[config.mk]
export PLATFORM = sky130hd
export DESIGN_NAME = iolog_sequencer
export DESIGN_NICKNAME = d
export VERILOG_FILES = /design/src/core/iolog_pkg.sv /design/src/core/iolog_seq_if.sv /design/src/core/iolog_addr_seq.sv /design/src/core/iolog_flag.sv /design/src/core/iolog_sequencer.sv
export VERILOG_INCLUDE_DIRS = /design/src /design/src/core
export SDC_FILE = /design/constraint.sdc
export NUM_CORES = 1
export LEC_CHECK = 0
export ABC_AREA = 0
export BUFFER_PORTS_ARGS = -buffer_cell sky130_fd_sc_hd__buf_2
export CAP_MARGIN = 30
export CORE_ASPECT_RATIO = 1.25
export CORE_UTILIZATION = 41
export DETAILED_ROUTE_END_ITERATION = 8
export PLACE_DENSITY = 0.69
export SYNTH_ARGS = -nofsm -noshare
export SYNTH_HDL_FRONTEND = slang
export SYNTH_SLANG_ARGS = --single-unit
[constraint.sdc]
create_clock -name clk -period 4.4 [get_ports clk]
set_clock_uncertainty 0.15 [all_clocks]
set_input_delay 0 -clock clk [delete_from_list [all_inputs] [get_ports clk]]
set_output_delay 0 -clock clk [all_outputs]
set_load 0.01 [all_outputs]
[src/core/iolog_consts.svh]
`ifndef IOLOG_CONSTS_SVH
`define IOLOG_CONSTS_SVH

`define IOLOG_REG_CTRL      8'h00
`define IOLOG_REG_STATUS    8'h04
`define IOLOG_REG_CHECK2    8'h08
`define IOLOG_REG_PSABASE   8'h0C

`define IOLOG_CTRL_ZFILL    8
`define IOLOG_CTRL_RESUME   9
`define IOLOG_CHK2_DWC      8
`define IOLOG_CTRL_RST      10'h000

`define IOLOG_SDR_TEMP      24'h000140
`define IOLOG_AREA_FIRST    24'h000144
`define IOLOG_AREA_LAST     24'h0001F4
`define IOLOG_COMMON_LAST   24'h0001C4
`define IOLOG_SEL_FIRST     24'h0001C8
`define IOLOG_SEL_LAST      24'h0001F0
`define IOLOG_PSW_MCHK      24'h000030
`define IOLOG_WORDS         6'h2D
`define IOLOG_ZERO_WORD     36'hF00000000

`define IOLOG_CC_OK         2'h0
`define IOLOG_CC_CHAN       2'h1

`endif

[src/core/iolog_pkg.sv]
package iolog_pkg;
  typedef enum logic [3:0] {
    IOLOG_IDLE     = 4'h0,
    IOLOG_CHKSTOP  = 4'h1,
    IOLOG_SAVE_SDR = 4'h3,
    IOLOG_WORDS    = 4'h2,
    IOLOG_CLR_SDR  = 4'h6,
    IOLOG_PSW      = 4'h7,
    IOLOG_RESPOND  = 4'h5,
    IOLOG_SEL_WAIT = 4'h4
  } iolog_state_t;

  typedef enum logic [1:0] {
    IOLOG_FULL    = 2'h0,
    IOLOG_PARTIAL = 2'h1,
    IOLOG_SEL     = 2'h2
  } iolog_mode_t;
endpackage

[src/core/iolog_seq_if.sv]
`timescale 1ns/10ps
interface iolog_seq_if;
  import iolog_pkg::*;
  logic        start;
  iolog_mode_t mode;
  logic        step;
  logic [5:0]  idx;
  logic        last;
  logic        in_sel;
  modport ctl (output start, mode, step, input idx, last, in_sel);
  modport seq (input start, mode, step, output idx, last, in_sel);
endinterface

[src/core/iolog_addr_seq.sv]
`timescale 1ns/10ps
`include "iolog_consts.svh"
module iolog_addr_seq (
  input  wire logic  clk,
  input  wire logic  rst_b,
  iolog_seq_if.seq   sq
);
  import iolog_pkg::*;
  localparam logic [5:0] SEL_LO = 6'((`IOLOG_SEL_FIRST - `IOLOG_AREA_FIRST) >> 2);
  localparam logic [5:0] SEL_HI = 6'((`IOLOG_SEL_LAST - `IOLOG_AREA_FIRST) >> 2);
  localparam logic [5:0] COM_HI = 6'((`IOLOG_COMMON_LAST - `IOLOG_AREA_FIRST) >> 2);
  localparam logic [5:0] TOP    = `IOLOG_WORDS - 6'h01;

  iolog_mode_t mode;

  always_ff @(posedge clk or negedge rst_b) begin
    if (!rst_b) begin
      mode <= IOLOG_FULL;
    end else if (sq.start) begin
      mode <= sq.mode;
    end
  end

  // ascending order; partial jumps over the selector block
  always_ff @(posedge clk or negedge rst_b) begin
    if (!rst_b) begin
      sq.idx <= 6'h00;
    end else if (sq.start) begin
      sq.idx <= (sq.mode == IOLOG_SEL) ? SEL_LO : 6'h00;
    end else if (sq.step) begin
      sq.idx <= (mode == IOLOG_PARTIAL && sq.idx == COM_HI) ? TOP : sq.idx + 6'h01;
    end
  end

  assign sq.last   = (mode == IOLOG_SEL) ? (sq.idx == SEL_HI) : (sq.idx == TOP);
  assign sq.in_sel = (sq.idx >= SEL_LO) && (sq.idx <= SEL_HI);
endmodule // iolog_addr_seq

[src/core/iolog_flag.sv]
`timescale 1ns/10ps
module iolog_flag #(
  parameter int W = 1
) (
  input  wire logic         clk,
  input  wire logic         rst_b,
  input  wire logic [W-1:0] set,
  input  wire logic [W-1:0] clr,
  output logic      [W-1:0] q
);
  // set beats clear so no event is lost
  always_ff @(posedge clk or negedge rst_b) begin
    if (!rst_b) begin
      q <= '0;
    end else begin
      q <= set | (q & ~clr);
    end
  end
endmodule // iolog_flag

[src/core/iolog_sequencer.sv]
// Added by the designer: the register addresses and the APB register port.
`timescale 1ns/10ps
`include "iolog_consts.svh"
module iolog_sequencer #(
  parameter int NCE = 8
) (
  input  wire logic                   clk,
  input  wire logic                   rst_b,
  input  wire logic                   psel,
  input  wire logic                   penable,
  input  wire logic                   pwrite,
  input  wire logic [7:0]             paddr,
  input  wire logic [31:0]            pwdata,
  output logic      [31:0]            prdata,
  output logic                        pready,
  output logic                        pslverr,
  input  wire logic                   clu_check,
  input  wire logic                   sel_check,
  input  wire logic                   sel_iface_fault,
  input  wire logic                   probe_active,
  input  wire logic                   io_instr_active,
  input  wire logic                   xfer_active,
  input  wire logic                   proc_mode,
  input  wire logic                   dwc_logout,
  input  wire logic [$clog2(NCE)-1:0] dwc_src,
  input  wire logic                   permit_mchk,
  input  wire logic                   permit_io,
  input  wire logic [23:0]            psa_base,
  input  wire logic                   sel_involved,
  input  wire logic [35:0]            sdr_word,
  input  wire logic [35:0]            src_word,
  input  wire logic [35:0]            mchk_psw,
  output logic      [5:0]             src_idx,
  output logic                        st_req,
  output logic      [23:0]            st_addr,
  output logic      [35:0]            st_data,
  input  wire logic                   st_ack,
  output logic                        elc_pulse,
  output logic                        mchk_req,
  output logic                        io_int_req,
  output logic                        checkstop,
  output logic                        proc_suspend,
  output logic                        wait_loop,
  output logic                        response,
  output logic      [1:0]             resp_cc,
  output logic                        csw_bit45,
  output logic                        csw_bit46,
  output logic                        chan_reset
);
  import iolog_pkg::*;

  iolog_seq_if sq ();
  iolog_addr_seq u_seq (
    .clk   (clk),
    .rst_b (rst_b),
    .sq    (sq)
  );

  iolog_state_t     state;
  iolog_state_t     next_state;
  iolog_mode_t      mode;
  logic [NCE-1:0]   ccr_comm;
  logic             zfill;
  logic [23:0]      base;
  logic             psw_due;
  logic             chan_cc1;
  logic             sel_pend;
  logic             iface_kind;
  logic [31:0]      check2;
  logic             dwc_ok;
  logic             clu_trig;
  logic             sel_trig;
  logic             apb_wr;
  logic             apb_rd;
  logic             chk2_set;
  logic             word_done;
  logic             resume_wr;

  assign apb_wr    = psel && penable && pwrite;
  assign apb_rd    = psel && penable && !pwrite;
  assign dwc_ok    = dwc_logout && ccr_comm[dwc_src];
  // a common check, or a selector check raised while a probe is active
  assign clu_trig  = clu_check || (sel_check && probe_active);
  assign sel_trig  = sel_check && !probe_active;
  assign word_done = st_req && st_ack;
  assign chk2_set  = dwc_ok && (state == IOLOG_IDLE || state == IOLOG_SEL_WAIT ||
                                state == IOLOG_CHKSTOP);
  assign resume_wr = apb_wr && paddr == `IOLOG_REG_CTRL && pwdata[`IOLOG_CTRL_RESUME];

  iolog_flag #(.W(1)) u_chk2 (
    .clk   (clk),
    .rst_b (rst_b),
    .set   (chk2_set),
    .clr   (apb_wr && paddr == `IOLOG_REG_CHECK2 && pwdata[`IOLOG_CHK2_DWC]),
    .q     (check2[`IOLOG_CHK2_DWC])
  );
  assign check2[31:`IOLOG_CHK2_DWC+1] = '0;
  assign check2[`IOLOG_CHK2_DWC-1:0]  = '0;

  // register slave: no wait states, unmapped offsets flag an error
  always_ff @(posedge clk or negedge rst_b) begin
    if (!rst_b) begin
      ccr_comm <= '0;
      zfill    <= 1'b1;
    end else if (apb_wr && paddr == `IOLOG_REG_CTRL) begin
      ccr_comm <= pwdata[NCE-1:0];
      zfill    <= pwdata[`IOLOG_CTRL_ZFILL];
    end
  end

  always_ff @(posedge clk or negedge rst_b) begin
    if (!rst_b) begin
      prdata  <= '0;
      pready  <= 1'b0;
      pslverr <= 1'b0;
    end else begin
      pready  <= psel && !penable;
      pslverr <= 1'b0;
      prdata  <= '0;
      if (psel && !penable) begin
        unique case (paddr)
          `IOLOG_REG_CTRL:    prdata <= 32'({zfill, ccr_comm});
          `IOLOG_REG_STATUS:  prdata <= 32'({mode, wait_loop, checkstop, state});
          `IOLOG_REG_CHECK2:  prdata <= check2;
          `IOLOG_REG_PSABASE: prdata <= 32'(base);
          default:            pslverr <= 1'b1;
        endcase
      end
    end
  end

  // main sequence
  always_comb begin
    next_state = state;
    unique case (state)
      IOLOG_IDLE: begin
        if (dwc_ok) begin
          next_state = IOLOG_SAVE_SDR;
        end else if (clu_trig) begin
          next_state = IOLOG_CHKSTOP;
        end else if (sel_trig && xfer_active) begin
          next_state = IOLOG_SEL_WAIT;
        end else if (sel_trig) begin
          next_state = IOLOG_SAVE_SDR;
        end
      end
      IOLOG_CHKSTOP: begin
        if (dwc_ok || permit_mchk) begin
          next_state = IOLOG_SAVE_SDR;
        end
      end
      IOLOG_SEL_WAIT: begin
        if (clu_check) begin
          next_state = IOLOG_CHKSTOP;
        end else if (permit_io || dwc_ok) begin
          next_state = IOLOG_SAVE_SDR;
        end
      end
      IOLOG_SAVE_SDR: begin
        if (word_done) begin
          next_state = IOLOG_WORDS;
        end
      end
      IOLOG_WORDS: begin
        if (clu_check && mode == IOLOG_SEL) begin
          next_state = IOLOG_CHKSTOP;
        end else if (word_done && sq.last) begin
          next_state = IOLOG_CLR_SDR;
        end
      end
      IOLOG_CLR_SDR: begin
        if (word_done) begin
          next_state = psw_due ? IOLOG_PSW : IOLOG_RESPOND;
        end
      end
      IOLOG_PSW: begin
        if (word_done) begin
          next_state = IOLOG_RESPOND;
        end
      end
      IOLOG_RESPOND: begin
        next_state = IOLOG_IDLE;
      end
      default: begin
        next_state = IOLOG_IDLE;
      end
    endcase
  end

  always_ff @(posedge clk or negedge rst_b) begin
    if (!rst_b) begin
      state <= IOLOG_IDLE;
    end else begin
      state <= next_state;
    end
  end

  // kind of logout and its options, set when the sequence is entered, changed later only when a selector logout escalates
  always_ff @(posedge clk or negedge rst_b) begin
    if (!rst_b) begin
      mode       <= IOLOG_FULL;
      psw_due    <= 1'b0;
      chan_cc1   <= 1'b0;
      iface_kind <= 1'b0;
      sel_pend   <= 1'b0;
    end else if (state == IOLOG_IDLE) begin
      psw_due    <= clu_check && proc_mode && !dwc_ok;
      iface_kind <= sel_iface_fault;
      chan_cc1   <= sel_trig && io_instr_active && !xfer_active;
      sel_pend   <= sel_trig;
      if (dwc_ok || clu_trig) begin
        mode <= (sel_involved || zfill) ? IOLOG_FULL : IOLOG_PARTIAL;
      end else if (sel_trig) begin
        mode <= IOLOG_SEL;
      end
    end else if ((state == IOLOG_SEL_WAIT || state == IOLOG_WORDS) && mode == IOLOG_SEL) begin
      if (clu_check || dwc_ok) begin
        // an escalated logout covers everything, channel included; one raised by dwc_ok alone in IOLOG_WORDS still ends after the selector words
        mode     <= IOLOG_FULL;
        psw_due  <= clu_check && proc_mode;
        chan_cc1 <= 1'b0;
      end
    end
  end

  // storage base: taken with the grant, or the one already on the bus
  always_ff @(posedge clk or negedge rst_b) begin
    if (!rst_b) begin
      base <= '0;
    end else if ((state == IOLOG_CHKSTOP && (permit_mchk || dwc_ok)) ||
                 (state == IOLOG_SEL_WAIT && (permit_io || dwc_ok)) ||
                 (state == IOLOG_IDLE && (dwc_ok || (sel_trig && !xfer_active)))) begin
      base <= psa_base;
    end
  end

  assign sq.mode  = mode;
  assign sq.start = (state == IOLOG_SAVE_SDR) && word_done;
  assign sq.step  = (state == IOLOG_WORDS) && word_done && !sq.last;
  assign src_idx  = sq.idx;

  // one storage write per word; data is held until acknowledged
  always_ff @(posedge clk or negedge rst_b) begin
    if (!rst_b) begin
      st_req  <= 1'b0;
      st_addr <= '0;
      st_data <= '0;
    end else if (word_done) begin
      st_req <= 1'b0;
    end else if (!st_req) begin
      unique case (state)
        IOLOG_SAVE_SDR: begin
          st_req  <= 1'b1;
          st_addr <= base + `IOLOG_SDR_TEMP;
          st_data <= sdr_word;
        end
        IOLOG_WORDS: begin
          st_req  <= 1'b1;
          st_addr <= base + `IOLOG_AREA_FIRST + {16'h0000, sq.idx, 2'b00};
          // parity travels with the word untouched
          st_data <= (sq.in_sel && mode != IOLOG_SEL && !sel_involved) ?
                     `IOLOG_ZERO_WORD : src_word;
        end
        IOLOG_CLR_SDR: begin
          st_req  <= 1'b1;
          st_addr <= base + `IOLOG_SDR_TEMP;
          st_data <= `IOLOG_ZERO_WORD;
        end
        IOLOG_PSW: begin
          st_req  <= 1'b1;
          st_addr <= `IOLOG_PSW_MCHK;
          st_data <= mchk_psw;
        end
        default: begin
          st_req  <= 1'b0;
        end
      endcase
    end
  end

  // requests toward the computing element
  always_ff @(posedge clk or negedge rst_b) begin
    if (!rst_b) begin
      elc_pulse  <= 1'b0;
      mchk_req   <= 1'b0;
      io_int_req <= 1'b0;
      checkstop  <= 1'b0;
    end else begin
      elc_pulse  <= (state != IOLOG_CHKSTOP) && (next_state == IOLOG_CHKSTOP) && !dwc_ok;
      mchk_req   <= (next_state == IOLOG_CHKSTOP);
      io_int_req <= (next_state == IOLOG_SEL_WAIT);
      checkstop  <= (next_state == IOLOG_CHKSTOP);
    end
  end

  // response only after the final write is acknowledged
  always_ff @(posedge clk or negedge rst_b) begin
    if (!rst_b) begin
      response  <= 1'b0;
      resp_cc   <= `IOLOG_CC_OK;
      csw_bit45 <= 1'b0;
      csw_bit46 <= 1'b0;
      chan_reset <= 1'b0;
    end else begin
      response   <= (state == IOLOG_RESPOND);
      resp_cc    <= (state == IOLOG_RESPOND && chan_cc1) ? `IOLOG_CC_CHAN : `IOLOG_CC_OK;
      csw_bit45  <= (state == IOLOG_RESPOND) && mode == IOLOG_SEL && !iface_kind;
      csw_bit46  <= (state == IOLOG_RESPOND) && mode == IOLOG_SEL && iface_kind;
      chan_reset <= (state == IOLOG_RESPOND) && (sel_pend || mode == IOLOG_SEL);
    end
  end

  // processor mode: suspended through a channel logout, halted after a common one
  always_ff @(posedge clk or negedge rst_b) begin
    if (!rst_b) begin
      proc_suspend <= 1'b0;
      wait_loop    <= 1'b0;
    end else begin
      // mode left over from the last logout is not trusted while still idle
      proc_suspend <= (state != IOLOG_IDLE) && (next_state != IOLOG_IDLE) &&
                      (next_state != IOLOG_CHKSTOP) && mode == IOLOG_SEL;
      if (state == IOLOG_RESPOND && mode != IOLOG_SEL) begin
        wait_loop <= 1'b1;
      end else if (resume_wr) begin
        wait_loop <= 1'b0;
      end
    end
  end
endmodule // iolog_sequencer

# --- Yosys cells after proc, flatten, opt, wreduce, memory -nomap -nowiden ---
# Index checks and enable logic that the tools add are counted.
totals:
  wordCells: 187
  register_bits: 157
  in_bits: 192
op_classes:
  addsub: 4
  reduce_logical: 79
  n_bitwise: 5
  eq_ne: 22
  magnitude_cmp: 3
  mux: 46
op_table:
  columns: ["op", "count"]
  rows:
  - ["36-bit case mux with 4 select lines", 1]
  - ["24-bit case mux with 4 select lines", 1]
  - ["24-bit case mux with 3 select lines", 1]
  - ["24-bit by 9-bit adder with 24-bit output, second input constant", 2]
  - ["4-bit two-way mux", 12]
  - ["1-bit logical AND", 42]
  - ["36-bit two-way mux", 1]
  - ["32-bit two-way mux", 1]
  - ["4-bit case mux with 7 select lines", 1]
  - ["24-bit by 8-bit adder with 24-bit output", 1]
  - ["6-bit two-way mux", 4]
  - ["4-bit by 3-bit == test with 1-bit output, second input constant", 5]
  - ["6-bit == test, second input constant", 3]
  - ["1-bit two-way mux", 17]
  - ["8-bit by 4-bit == test with 1-bit output, second input constant", 2]
  - ["1-bit logical OR", 13]
  - ["2-bit two-way mux", 6]
  - ["4-bit nonzero test", 3]
  - ["3-bit AND reduction", 3]
  - ["4-bit by 1-bit == test with 1-bit output, second input constant", 2]
  - ["4-bit by 2-bit == test with 1-bit output, second input constant", 2]
  - ["8-bit by 3-bit == test with 1-bit output, second input constant", 1]
  - ["8-bit logical NOT", 1]
  - ["4-bit by 1-bit inequality test with 1-bit output, second input constant", 2]
  - ["19 further kinds", 32]

# --- Depth between registers and ports, before layout ---
logic_depth:
  ltp_word: 11
  depth_mapped: 11
  depth_no_buf: 11

# --- Modules after synthesis ---
# A second synthesis with hierarchy kept.
hier_totals:
  hier_cells: 778
  area_unflattened_um2: 7897.6
by_module_without_submodules:
  columns: ["module", "n_inst", "cells_each", "area_per_inst_um2", "seq_area_each_um2"]
  rows:
  - ["iolog_sequencer", 1, 723, 7319.5, 3504.6]
  - ["iolog_addr_seq", 1, 52, 541.8, 200.2]
  - ["iolog_flag", 1, 3, 36.3, 25.0]

# --- Worst setup path before layout ---
# OpenSTA, ideal clock, no wires.
synth_path:
  path_type: "register to register"
  from: "register u_seq.sq.idx[1]"
  to: "register st_addr[21]"
  setup_ps: 126
  arrival_time_ps: 2749
  path_stages_with_launch: 10
  setup_slack_ps: 1375
  n_path_buf: 0
  period_less_slack_ps: 3025
  path_cell_list: "dfrtp_1 ha_1 ha_1 fa_1 a211oi_1 nor2_1 o221ai_1 nor3_1 xor2_1 a221o_1"
synth_between:
  elab_chain_len: 2
synth_rtl:
  columns: ["item", "line_no", "rtl"]
  rows:
  - ["from (decl)", "iolog_seq_if.sv:11", "modport seq (input start, mode, step, output idx, last, in_sel);"]
  - ["from (signal assigned)", "iolog_addr_seq.sv:29", "sq.idx <= (sq.mode == IOLOG_SEL) ? SEL_LO : 6'h00;"]
  - ["from (signal assigned)", "iolog_addr_seq.sv:31", "sq.idx <= (mode == IOLOG_PARTIAL && sq.idx == COM_HI) ? TOP : sq.idx + 6'h01;"]
  - ["24-bit by 8-bit adder with 24-bit output", "iolog_sequencer.sv:259", "st_addr <= base + `IOLOG_AREA_FIRST + {16'h0000, sq.idx, 2'b00};"]
  - ["24-bit case mux with 3 select lines", "iolog_sequencer.sv:251", "unique case (state)"]
  - ["to (signal assigned)", "iolog_sequencer.sv:254", "st_addr <= base + `IOLOG_SDR_TEMP;"]
  - ["to (signal assigned)", "iolog_sequencer.sv:259", null]
  - ["to (signal assigned)", "iolog_sequencer.sv:266", "st_addr <= base + `IOLOG_SDR_TEMP;"]
  - ["to (decl)", "iolog_sequencer.sv:35", "output logic [23:0] st_addr,"]
# Every way passes these cells.
# A chain may end at the register's enable or synchronous reset.

# --- Final worst setup path ---
layout_path:
  from: "register state[2]"
  to: "register mode[1]"
layout_between:
  elab_chain_len: 5
layout_rtl:
  columns: ["item", "line_no", "rtl"]
  rows:
  - ["from (decl)", "iolog_sequencer.sv:59", "iolog_state_t state;"]
  - ["from (signal assigned)", "iolog_sequencer.sv:194", "state <= next_state;"]
  - ["4-bit by 3-bit == test with 1-bit output / 4-bit by 2-bit == test with 1-bit output (equally long branches)", "iolog_sequencer.sv:216", "end else if ((state == IOLOG_SEL_WAIT || state == IOLOG_WORDS) && mode == IOLOG_SEL) begin"]
  - ["1-bit logical OR", "iolog_sequencer.sv:216", null]
  - ["1-bit logical AND", "iolog_sequencer.sv:216", null]
  - ["2-bit nonzero test (no source line)", null, null]
  - ["3-bit AND reduction (no source line)", null, null]
  - ["to (signal assigned)", "iolog_sequencer.sv:212", "mode <= (sel_involved || zfill) ? IOLOG_FULL : IOLOG_PARTIAL;"]
  - ["to (decl)", "iolog_sequencer.sv:61", "iolog_mode_t mode;"]
# Parallel ways exist; a longest one is shown, timed or not.

==> impl_metrics.ini <==
[run_status]
status = completed

[yosys]
synth_top_cell_area_share_pct = 47.1
synth.distinct_cells = 66
ys_seq_area_share_pct = 47.4
ys.flop_type = dfrtp_1
synth_area_leader_cell = dfrtp_1
async_reset_ff_share_pct = 100
synth_warnings = 0
syn-cell-area_um2 = 7860
synth-seq-cells = 149
avgSynthCellArea_um2 = 10.1
synth-edff-count = 0
synth_area_leaders = dfrtp_1, o21ai_0, nand2_1
synthCells = 782
yosysMostFrequentCell = dfrtp_1
ys_top_cells_by_count = dfrtp_1, nand2_1, o21ai_0

[sta]
setup_violations = 0
worst_slew_margin_rel_pct = 29.7
final_max_slew_viol_count = 0
hold_viol_final = 0
timing.setup.tns_ns = 0
layout_min_cycle_time_ns = 3.73
rsz0062_at_grt = false
finalCritPeriodShare_pct = 84.8
fmax_mhz = 268
worst_pin_slew_ns = 1.04

[cells_and_area]
num-fill-cells = 1573
fin_util_pct = 60.2
final_nets = 1380
layout.cells.non_filler = 1414
syn_to_final_growth_pct = 43.7
final_layout_size_suffix_gt1_share_pct = 30.5

[die]
core_area_um2 = 18800
num_rows = 56
die_h_um = 157
fp.dieW_um = 126
ioPinCount = 305
die-area_um2 = 19700
start_util_pct = 41.9

[power_and_ir_drop]
power_frac_clock_pct = 26.9
p_sw_mw = 2.09
p_seq_share_pct = 37.9
p_per_area_nw_per_um2 = 514
p_int_mw = 3.72
power_frac_comb_pct = 35.3
power_mw = 5.81
power.leakage_nw = 5.45
vdd_drop_max_mv = 0.252
swShare_pct = 36.0

[routing]
wirelength_um = 24800
dr.max_layer_used = met4
postRouteAntennaNets = 0
routedLengthMet1_um = 9820
routedWlPerCell_um = 17.5
vias = 7595
first_pass_iters = 7
drt_iter0_drc = 567
drc_errors = 0
wl_met2_um = 12700
dr_wl_met3_um = 1370
vias_per_cell = 5.37

[job]
maxCapViolCount = 0

[placement]
io_buffers = 273
dpl.cell_count = 1244
gp_congestion = 0.845
hpwl_um = 16700

[clock_tree]
cts_resized = 0
clkTransAtPathRegs_ns = 0.06
clkSinkCount = 149
cts-htree-levels = 4
cts_tree = done
numCtsBuffers = 17
root_buffer = clkbuf_16
post_cts_buffers = 0
cts_hold_buffers = 137
clockBufferDepth = 2
insertion_delay_ns = 0.43

[global_route]
grt_pass1_vias = 7622
grt-ovfl-total = 0
grt_max_degree = 84
track_usage_pct = 25.3
grt_pass1_wl_um = 38900
grt_antenna_before_repair = 1

[hold_path]
min_path_type = primary input to async pin

[worst_setup_path]
worstSetupPathType = flop to flop
required_ns = 4.62
critPathCaptureType = flop
cp-start-kind = flop
worstPathMaxFanout = 20
arrival_ns = 3.95
## state kept, by name (all words and copies together), names as in the netlist, 2 cells and up
| name | flops |
|---|---|
| st_data | 36 |
| base | 24 |
| prdata | 24 |
| st_addr | 24 |
| ccr_comm | 8 |
| u_seq.sq.idx | 6 |
| state | 4 |
| mode | 2 |
| u_seq.mode | 2 |
## kinds of logic after synthesis
logic type / Yosys count / synth area share, %
mux: 46 / 7.78
buf+inv: 81 / 5.41
xor+xnor: 34 / 3.79
compound gates: 187 / 16.3
fa+ha+maj: 21 / 3.41
simple gates: 263 / 15.8
other cells: 1 / 0.0477
flops: 149 / 47.4
## power by group through the flow
stage                     sequential (mW)  clock, mW  combinational (mW)
after floorplan                      2.19          0                1.17
after global placement               2.20          0                1.83
after detailed placement             2.22          0                1.86
after CTS                            2.20       1.59                2.03
after global routing                 2.26       1.64                2.25
final                                2.20       1.56                2.05
## metrics by stage
stage | setup slack (ns) | hold WS, ns | area (um2)
after CTS | 0.684 | 0.0287 | 11300
after global routing | 0.443 | 0.0753 | 11300
after detailed placement | 1.06 | -0.0520 | 9290
after floorplan | 1.37 | -0.446 | 7900
after global placement | 1.07 | -0.0470 | 9280
final | 0.669 | 0.0386 | 11300
## layer usage
layer,track usage (%),vias to the layer above
met5,0,-
met4,12.9,0
met3,5.06,67
met2,45.5,290
met1,28.5,3653
li1,-,3585
## layout by cell type (no fill, tap or decap), drive strengths merged, types with 18 or more instances in the layout
cell,Yosys,final
buf,25,283
dfrtp,148,148
dlygate4sd3,0,137
nand2,91,91
o21ai,72,72
nor2,69,69
mux2,35,35
a222oi,32,32
inv,19,26
xnor2,24,24
a21oi,21,21
nor3,21,21
and2,20,20
ha,19,19
clkbuf,37,18
## worst max-delay path, cell delays in order (launching register included)
cell	delay, ns
dfrtp_1	0.63
or3_1	0.58
nor2_1	0.22
nand2_1	0.12
nor2_1	0.09
dlygate4sd3_1	0.60
nand2_1	0.06
dlygate4sd3_1	0.57
o21ai_0	0.08
dlygate4sd3_1	0.57
## final timing paths
check	startpoint	to	slack [ns]	cells past startpoint
setup / recovery	state[2]	mode[1]	0.67	9
hold / removal	rst_b	prdata[13]	0.04	2
setup reg to reg	state[2]	mode[1]	0.67	9
hold reg to reg	iface_kind	csw_bit45	0.29	1
max in group asynchronous	rst_b	st_data[26]	3.08	3
min in group clk	dwc_logout	u_chk2.q	0.07	4
## area by class of cell
cell class / count / area, um2 / area share (%)
multi-input combinational: 561 / 3750 / 33.2
timing repair buffer: 420 / 2830 / 25.0
tap: 232 / 290 / 2.57
antenna: 1 / 2.50 / 0.0222
inverter: 19 / 71.3 / 0.631
clock inverter: 14 / 189 / 1.67
clock buffer: 18 / 439 / 3.89
sequential: 149 / 3730 / 33.0
No activity file was read; power rests on OpenSTA's default activity.
